==> config.mk <==
export PLATFORM = sky130hd
export DESIGN_NAME = pps_port_pin_sharing
export DESIGN_NICKNAME = d
export VERILOG_FILES = /design/src/core/pps_pkg.sv /design/src/core/pps_port_pin_sharing.sv
export VERILOG_INCLUDE_DIRS = /design/src /design/src/core
export SDC_FILE = /design/constraint.sdc
export NUM_CORES = 1
export LEC_CHECK = 0
export BUFFER_PORTS_ARGS = -buffer_cell sky130_fd_sc_hd__buf_2
export CORE_MARGIN = 8
export CORE_UTILIZATION = 51
export DETAILED_ROUTE_END_ITERATION = 10
export PLACE_DENSITY = 0.91
export SLEW_MARGIN = 20
export SYNTH_ARGS = -nofsm -noshare
export SYNTH_HDL_FRONTEND = slang
export SYNTH_SLANG_ARGS = --single-unit
==> constraint.sdc <==
create_clock -name i_mclk -period 3.9 [get_ports i_mclk]
set_input_delay 0.195 -clock i_mclk [delete_from_list [all_inputs] [get_ports i_mclk]]
set_output_delay 0.195 -clock i_mclk [all_outputs]
set_load 0.05 [all_outputs]
==> src/core/pps_consts.svh <==
// constants for the port and pin-sharing block
`ifndef PPS_CONSTS_SVH
`define PPS_CONSTS_SVH
`define PPS_PORT_W       8
`define PPS_NIB_W        4
`define PPS_DIR_RST      8'h00
`define PPS_LAT_RST      8'h00
`define PPS_MODE_SELECT_A_CE_BIT  6
`define PPS_MODE_SELECT_A_OE_BIT  7
// refresh pulse period and width, in system clocks
`define PPS_PSRAM_REFRESH_PULSE_PERIOD  8'h40
`define PPS_PSRAM_REFRESH_PULSE_WIDTH   8'h01
`endif

==> src/core/pps_pkg.sv <==
// types for the port and pin-sharing block
package pps_pkg;
  typedef logic [7:0] pps_byte_type;
  typedef enum logic [2:0] {
    PPS_IDLE = 3'b001,
    PPS_ADDR = 3'b010,
    PPS_DATA = 3'b100
  } pps_bus_type;
endpackage

==> src/core/pps_port_pin_sharing.sv <==
// port pins, direction control, alternate functions and bus sharing
`timescale 1ns/1ps
`include "pps_consts.svh"
// Operation
// - port a: eight bits, each bit individually input or output
// - port a nibbles act as two independent four-bit real-time outputs
// - port c low nibble input only, upper bits individually directed
// - port d low nibble input only, upper bits individually directed
// - port e switches direction only as a whole byte
// - port f: eight bits, each bit individually input or output
// - expanded memory puts muxed low address and data on port e
// - an address-latch strobe is driven during each external access
// - external fetch select low means rom-less external fetch
// - asynchronous serial: handshake pin is transmit-enable input
// - synchronous serial: handshake pin carries serial clock in or out
// - a refresh pulse is driven for attached pseudo-static memory
// - prom mode: port a bit 6 chip-enable, bit 7 output-enable
// - prom mode: reset pin selects programming mode instead of reset
module pps_port_pin_sharing (
  input  wire logic              i_mclk,          // system clock
  input  wire logic              i_rst,           // sync reset, high
  input  wire pps_pkg::pps_byte_type i_pa_dir,    // port a dir, 1=out
  input  wire pps_pkg::pps_byte_type i_pa_lat,    // port a latch
  input  wire logic [1:0]        i_pa_rt_en,      // real-time nibble mode
  input  wire logic [1:0]        i_pa_rt_trig,    // nibble update strobes
  input  wire pps_pkg::pps_byte_type i_pa_rt_data,// real-time buffer
  input  wire pps_pkg::pps_byte_type i_pb_dir,    // port b dir
  input  wire pps_pkg::pps_byte_type i_pb_lat,    // port b latch
  input  wire pps_pkg::pps_byte_type i_pc_dir,    // port c dir
  input  wire pps_pkg::pps_byte_type i_pc_lat,    // port c latch
  input  wire pps_pkg::pps_byte_type i_pd_dir,    // port d dir
  input  wire pps_pkg::pps_byte_type i_pd_lat,    // port d latch
  input  wire logic              i_pe_dir,        // port e byte dir
  input  wire pps_pkg::pps_byte_type i_pe_lat,    // port e latch
  input  wire pps_pkg::pps_byte_type i_pf_dir,    // port f dir
  input  wire pps_pkg::pps_byte_type i_pf_lat,    // port f latch
  input  wire logic              i_mem_exp_en,    // memory expansion on
  input  wire logic              i_acc_req,       // start external access
  input  wire logic              i_acc_wr,        // access is a write
  input  wire logic [15:0]       i_acc_addr,      // access address
  input  wire pps_pkg::pps_byte_type i_acc_wdata, // write data
  input  wire logic              i_ser_en,        // serial unit on
  input  wire logic              i_ser_sync,      // 1=sync i/o mode
  input  wire logic              i_ser_clk_out,   // 1=drive serial clock
  input  wire logic              i_ser_clk,       // internal serial clock
  input  wire logic              i_ser_txd,       // serial tx data
  input  wire logic              i_pwm_en,        // pwm outputs on
  input  wire logic [1:0]        i_pwm,           // pwm levels
  input  wire logic              i_psram_refresh_pulse_en,       // refresh enable
  input  wire pps_pkg::pps_byte_type i_port_a_bits,  // port a pins in
  input  wire pps_pkg::pps_byte_type i_port_b_bits,  // port b pins in
  input  wire pps_pkg::pps_byte_type i_port_c_bits,  // port c pins in
  input  wire pps_pkg::pps_byte_type i_port_d_bits,  // port d pins in
  input  wire pps_pkg::pps_byte_type i_port_e_bits,  // port e pins in
  input  wire pps_pkg::pps_byte_type i_port_f_bits,  // port f pins in
  input  wire logic              i_external_fetch_select, // pin level
  input  wire logic              i_mode_select_a, // reset/mode_select_a pin level
  output logic [7:0]             o_port_a_bits,   // port a out
  output logic [7:0]             o_port_a_oe,     // port a enable
  output logic [7:0]             o_port_b_bits,   // port b out
  output logic [7:0]             o_port_b_oe,     // port b enable
  output logic [7:0]             o_port_c_bits,   // port c out
  output logic [7:0]             o_port_c_oe,     // port c enable
  output logic [7:0]             o_port_d_bits,   // port d out
  output logic [7:0]             o_port_d_oe,     // port d enable
  output logic [7:0]             o_port_e_bits,   // port e / mux bus out
  output logic [7:0]             o_port_e_oe,     // port e enable
  output logic [7:0]             o_port_f_bits,   // port f / high addr
  output logic [7:0]             o_port_f_oe,     // port f enable
  output logic [7:0]             o_pin_a,         // synced port a in
  output logic [7:0]             o_pin_b,         // synced port b in
  output logic [7:0]             o_pin_c,         // synced port c in
  output logic [7:0]             o_pin_d,         // synced port d in
  output logic [7:0]             o_pin_e,         // synced port e in
  output logic [7:0]             o_pin_f,         // synced port f in
  output logic                   o_addr_latch,    // address latch strobe
  output logic                   o_acc_done,      // access done pulse
  output logic [7:0]             o_acc_rdata,     // read data
  output logic                   o_psram_refresh_pulse, // refresh pin
  output logic                   o_rom_less,      // external fetch mode
  output logic                   o_prom_mode,     // programming mode
  output logic                   o_prom_ce_n,     // prom chip enable
  output logic                   o_prom_oe_n,     // prom output enable
  output logic                   o_sys_rst,       // gated system reset
  output logic                   o_tx_enable,     // async tx gate
  output logic                   o_ser_clk_in     // sync serial clk in
);
  import pps_pkg::*;

  typedef struct packed {
    logic [5:0][7:0] s1;
    logic [5:0][7:0] s2;
    logic [1:0]      m1;
    logic [1:0]      m2;
    logic [1:0]      fcnt;
    logic [1:0]      dcnt;
    logic [7:0]      rt;
    pps_bus_type     bus;
    logic            ale;
    logic            done;
    logic [7:0]      rdata;
    logic [7:0]      rcnt;
    logic            psram_refresh_pulse;
    logic            rom_less;
    logic            fetch_cap;
    logic [47:0]     pout;
    logic [47:0]     poe;
    logic            prom;
    logic            ce_n;
    logic            oe_n;
    logic            srst;
    logic            txen;
    logic            sclk;
  } pps_state_type;

  pps_state_type st_reg;
  pps_state_type st_next;

  // per-bit pin mux: alternate drives only when its enable is set
  function automatic logic [1:0] pin_mux(input logic dir, input logic lat,
                                         input logic alt_en,
                                         input logic alt_oe,
                                         input logic alt_v);
    pin_mux = alt_en ? {alt_oe, alt_v} : {dir, lat};
  endfunction

  always_comb begin
    logic [7:0] a_out;
    logic [7:0] c_oe;
    logic [7:0] d_oe;
    logic [1:0] m;
    st_next = st_reg;
    a_out = 8'h00;
    c_oe = 8'h00;
    d_oe = 8'h00;
    m = 2'b00;
    // two-stage sync of every pin input; stage one feeds stage two only
    st_next.s1 = {i_port_f_bits, i_port_e_bits, i_port_d_bits,
                  i_port_c_bits, i_port_b_bits, i_port_a_bits};
    st_next.s2 = st_reg.s1;
    st_next.m1 = {i_mode_select_a, i_external_fetch_select};
    st_next.m2 = st_reg.m1;
    // fetch select caught once, on the third edge after reset release,
    // when the sync stages hold the real pin level; held steady after
    if (!st_reg.fetch_cap) begin
      if (st_reg.fcnt == 2'h2) begin
        st_next.rom_less = ~st_reg.m2[0];
        st_next.fetch_cap = 1'b1;
      end else begin
        st_next.fcnt = st_reg.fcnt + 2'h1;
      end
    end
    // programming-mode select replaces reset while it is high
    st_next.prom = st_reg.m2[1];
    st_next.srst = ~st_reg.m2[1] & i_rst;
    st_next.ce_n = st_reg.s2[0][`PPS_MODE_SELECT_A_CE_BIT];
    st_next.oe_n = st_reg.s2[0][`PPS_MODE_SELECT_A_OE_BIT];
    // real-time nibbles load independently on their own trigger
    if (i_pa_rt_trig[0])
      st_next.rt[3:0] = i_pa_rt_data[3:0];
    if (i_pa_rt_trig[1])
      st_next.rt[7:4] = i_pa_rt_data[7:4];
    a_out[3:0] = i_pa_rt_en[0] ? st_reg.rt[3:0] : i_pa_lat[3:0];
    a_out[7:4] = i_pa_rt_en[1] ? st_reg.rt[7:4] : i_pa_lat[7:4];
    // port a: per-bit dir; inputs only while programming
    st_next.pout[7:0] = a_out;
    st_next.poe[7:0] = st_reg.prom ? 8'h00 : i_pa_dir;
    st_next.pout[15:8] = i_pb_lat;
    st_next.poe[15:8] = i_pb_dir;
    // port c: low nibble input only; bits 4..7 carry serial functions
    c_oe = {i_pc_dir[7:4], 4'h0};
    st_next.pout[23:16] = i_pc_lat;
    m = pin_mux(c_oe[4], i_pc_lat[4], i_ser_en, 1'b1, i_ser_txd);
    {c_oe[4], st_next.pout[20]} = m;
    m = pin_mux(c_oe[5], i_pc_lat[5], i_ser_en, 1'b0, 1'b0);
    {c_oe[5], st_next.pout[21]} = m;
    m = pin_mux(c_oe[6], i_pc_lat[6], i_ser_en, 1'b1, i_ser_clk);
    {c_oe[6], st_next.pout[22]} = m;
    // handshake pin: tx gate in async, serial clock in sync mode
    m = pin_mux(c_oe[7], i_pc_lat[7], i_ser_en,
                i_ser_sync & i_ser_clk_out, i_ser_clk);
    {c_oe[7], st_next.pout[23]} = m;
    st_next.poe[23:16] = c_oe;
    st_next.txen = ~i_ser_en | i_ser_sync | st_reg.s2[2][7];
    st_next.sclk = st_reg.s2[2][7];   // pin level, not internal
    // port d: low nibble input only; pwm on bits 4 and 5
    d_oe = {i_pd_dir[7:4], 4'h0};
    st_next.pout[31:24] = i_pd_lat;
    for (int k = 0; k < 2; k++) begin
      m = pin_mux(d_oe[4+k], i_pd_lat[4+k], i_pwm_en, 1'b1, i_pwm[k]);
      {d_oe[4+k], st_next.pout[28+k]} = m;
    end
    st_next.poe[31:24] = d_oe;
    // port e whole-byte dir, port f per bit, unless bus takes them
    st_next.pout[39:32] = i_pe_lat;
    st_next.poe[39:32] = {8{i_pe_dir}};
    st_next.pout[47:40] = i_pf_lat;
    st_next.poe[47:40] = i_pf_dir;
    // external access: address phase with strobe, then data phase
    st_next.ale = 1'b0;
    st_next.done = 1'b0;
    unique case (st_reg.bus)
      PPS_IDLE: begin
        if (i_mem_exp_en && i_acc_req) begin
          st_next.bus = PPS_ADDR;
          st_next.ale = 1'b1;
        end
      end
      PPS_ADDR: st_next.bus = PPS_DATA;
      PPS_DATA: begin
        // two extra cycles let the read byte clear the pin sync
        if (st_reg.dcnt == 2'h2) begin
          st_next.bus = PPS_IDLE;
          st_next.done = 1'b1;
          st_next.rdata = st_reg.s2[4];
          st_next.dcnt = 2'h0;
        end else begin
          st_next.dcnt = st_reg.dcnt + 2'h1;
        end
      end
    endcase
    if (i_mem_exp_en) begin
      st_next.poe[47:40] = 8'hff;
      st_next.pout[47:40] = i_acc_addr[15:8];
      st_next.poe[39:32] = (st_next.bus == PPS_ADDR) ? 8'hff :
                           (st_next.bus == PPS_DATA && i_acc_wr) ?
                           8'hff : 8'h00;
      st_next.pout[39:32] = (st_next.bus == PPS_DATA) ? i_acc_wdata :
                            i_acc_addr[7:0];
    end
    // refresh pulse: free-running period while enabled
    st_next.rcnt = (st_reg.rcnt == `PPS_PSRAM_REFRESH_PULSE_PERIOD - 8'h01) ? 8'h00 :
                   st_reg.rcnt + 8'h01;
    st_next.psram_refresh_pulse = i_psram_refresh_pulse_en && (st_reg.rcnt < `PPS_PSRAM_REFRESH_PULSE_WIDTH);
  end

  // single state register; reset ignored while programming mode holds
  always_ff @(posedge i_mclk) begin
    if (i_rst && !st_reg.prom) begin
      st_reg <= '0;
      st_reg.bus <= PPS_IDLE;
      st_reg.ce_n <= 1'b1;
      st_reg.oe_n <= 1'b1;
      st_reg.txen <= 1'b1;
      st_reg.srst <= 1'b1;
    end else begin
      st_reg <= st_next;
    end
  end

  assign o_port_a_bits = st_reg.pout[7:0];
  assign o_port_a_oe = st_reg.poe[7:0];
  assign o_port_b_bits = st_reg.pout[15:8];
  assign o_port_b_oe = st_reg.poe[15:8];
  assign o_port_c_bits = st_reg.pout[23:16];
  assign o_port_c_oe = st_reg.poe[23:16];
  assign o_port_d_bits = st_reg.pout[31:24];
  assign o_port_d_oe = st_reg.poe[31:24];
  assign o_port_e_bits = st_reg.pout[39:32];
  assign o_port_e_oe = st_reg.poe[39:32];
  assign o_port_f_bits = st_reg.pout[47:40];
  assign o_port_f_oe = st_reg.poe[47:40];
  assign o_pin_a = st_reg.s2[0];
  assign o_pin_b = st_reg.s2[1];
  assign o_pin_c = st_reg.s2[2];
  assign o_pin_d = st_reg.s2[3];
  assign o_pin_e = st_reg.s2[4];
  assign o_pin_f = st_reg.s2[5];
  assign o_addr_latch = st_reg.ale;
  assign o_acc_done = st_reg.done;
  assign o_acc_rdata = st_reg.rdata;
  assign o_psram_refresh_pulse = st_reg.psram_refresh_pulse;
  assign o_rom_less = st_reg.rom_less;
  assign o_prom_mode = st_reg.prom;
  assign o_prom_ce_n = st_reg.ce_n;
  assign o_prom_oe_n = st_reg.oe_n;
  assign o_sys_rst = st_reg.srst;
  assign o_tx_enable = st_reg.txen;
  assign o_ser_clk_in = st_reg.sclk;
endmodule

==> flow_summary.toml <==
[status]
status = "complete, no violations"

[clock_network]
insertion_delay_ps = 500
path_clk_slew_ps = 70
clock-sinks = 223
cts_tree = "done"
ctsResizeCount = 0
htreeDepth = 1
cts-root-buf = "clkbuf_16"
cts_buffers = 23
postCtsHoldBufs = 161
cts_setup_buffers = 0
clk_path_buf_depth = 3

[critical_path]
cpMaxStageDelayCell = "dlygate4sd3_1"
endpoint_kind = "register"
crit_type = "reg -> reg"
crit_buf_inv = 1
worstPathRequired_ps = 4330
crit_chain = "or2b_1 -> o21ai_1 -> nand3_1 -> a31oi_1 -> dlygate4sd3_1"
slowest_delay_ps = 610
worst-path-stages = 5
start_kind = "register"
r2r_cells = 5
critPathMaxFanout = 9
arrival_ps = 2850
critPathTopFamily = "compound AO/OA/AOI/OAI gates"

[floorplanning]
core_area_um2 = 15200
top_level_ports = 351
die_w_um = 141
num_rows = 45
dieArea_um2 = 19800
start_util = 0.521
die_h_um = 141

[logic_synthesis]
synth-async-reset-ratio = 0
ys_ff_latch = 223
avgSynthCellArea_um2 = 10.3
yosys.area.top_type_share = 0.564
synth_warnings = 0
synth_cell_types = 37
synth_top_area_cell = "dfxtp_1"
synth.area.top_cells = "dfxtp_1 56%, buf_4 14%, and2_1 11%"
synth_edf_count = 0
synth_area_um2 = 7920
syn_inst = 771
yosysMostFrequentCell = "dfxtp_1"
ys_top_cells_by_count = "223 x dfxtp_1, 152 x buf_4, 139 x and2_1"
ys_seq_area_frac = 0.564
synthFlopType = "dfxtp_1"

[sta]
fmax_mhz = 413
hold_violations = 0
setup-tns-final_ps = 0
worst_slew_pin_slew_ps = 935
slew_headroom = 0.377
fin_crit_sh = 0.621
setup_viol = 0
grt_setup_unrepaired = "false"
timing.hold.ws_ps = 9.10
drv_slew = 0
finClkSkew_ps = 11.2
finalCriticalPeriod_ps = 2420

[drt]
drt-pass1-iter-count = 5
drt_wl_total_um = 25500
wl_per_cell_um = 19.3
viasPerCell = 4.82
num_vias = 6376
drtIter0Drc = 287
route.detailed.drc = 0
drtAntennaViolNets = 0

[final_layout]
fin_cells = 1323
layout.nets = 1307
multi_input_area_um2 = 2200
fill_cells = 903
drive_above_1_share = 0.335
ff_latch_area_um2 = 4460
syn_to_final_growth_pct = 39.0
largest_reg_flops = 51

[global_route]
grt.overflow.total = 0
gr-usage-all-layers = 0.244
grt_pass1_wl_um = 38300
grt_start_max_net_pins = 113
antenna_found_initial = 3
grt_pass1_vias = 6887

[place]
portBuffers = 334
dp_hpwl_um = 14300
dp.cells = 1116
gp_congestion = 0.927

[pwr]
p_per_area_nw_per_um2 = 514
peakVddDrop_mv = 0.407
leakage_uw = 0.00541
p_total_uw = 5660

[worst_hold_path]
whs_path_depth = 3
min_path_type = "in -> reg"

[run]
drv_cap = 0
[path summary, 6_finish.rpt]
| path | from | to | slack, ps |
|---|---|---|---|
| worst max-delay path | st_reg[125]$_SDFF_PP0_ | o_port_e_bits[3]$_SDFF_PP0_ | 1480 |
| worst min-delay path | i_acc_addr[4] | o_port_e_bits[4]$_SDFF_PP0_ | 9 |
| worst max register to register | st_reg[125]$_SDFF_PP0_ | o_port_e_bits[3]$_SDFF_PP0_ | 1480 |
| worst min register to register | st_reg[138]$_SDFF_PP0_ | o_rom_less$_SDFFE_PP0P_ | 420 |
[cells in the final DEF, fill, tap and decap left out, types with 4 or more instances in the layout]
| cell | netlist | final |
|---|---|---|
| a31oi_1 | 9 | 9 |
| buf_2 | 0 | 334 |
| conb_1 | 1 | 8 |
| clkbuf_1 | 28 | 4 |
| inv_1 | 5 | 5 |
| dfxtp_1 | 223 | 223 |
| nand2b_1 | 8 | 7 |
| and2_1 | 139 | 139 |
| clkinv_2 | 0 | 6 |
| clkbuf_8 | 0 | 4 |
| nand2_1 | 7 | 7 |
| clkbuf_16 | 0 | 23 |
| a21oi_1 | 8 | 8 |
| o21ai_0 | 18 | 18 |
| nand3_1 | 12 | 12 |
| mux2i_1 | 35 | 35 |
| dlygate4sd3_1 | 0 | 161 |
| nor2_1 | 78 | 78 |
[through the flow]
step,worst slack (ps),instance area [µm²],utilization
2_1_floorplan,2150,7950,-
3_3_place_gp,2050,8610,0.566
4_1_cts,1590,11000,0.722
3_5_place_dp,1990,8610,0.566
6_report,1480,11000,0.724
5_1_grt,1270,11000,0.724
[final cells by class]
cell class,instances,share of cell area
diodes,3,0.000682
clock buffers,31,0.0587
clock inverters,11,0.0103
inverters,6,0.00205
multi-input cells,363,0.200
flip-flops and latches,223,0.406
well taps,188,0.0214
repair buffers,498,0.301
[power by group]
group          switching, µW  internal (µW)
sequential              63.1           2430
clock                    890           1300
combinational            628            347
[logic make-up after synthesis]
group	Yosys count	synth area share
other	1	0.000473
and+or+nand+nor	266	0.183
adders and majority gates	3	0.00474
xor gates and xnor gates	6	0.00664
AOI/OAI and AO/OA	45	0.0330
DFF	223	0.564
buffers and inverters	192	0.164
muxes	35	0.0442
[tightest hold or removal path: cells and delay by family]
kind                   cells  cell delay (ps)
AO/OA/AOI/OAI              2              160
buffers and inverters      1              100
[routing by layer]
layer / track usage / vias to the layer above / share of wire
met5: 0 / - / 0
met4: 0.127 / 0 / 0.052
met3: 0.0932 / 91 / 0.10
met2: 0.442 / 374 / 0.50
met1: 0.239 / 2941 / 0.35
li1: - / 2970 / -
Note: power is estimated with default switching activity, not from simulation.
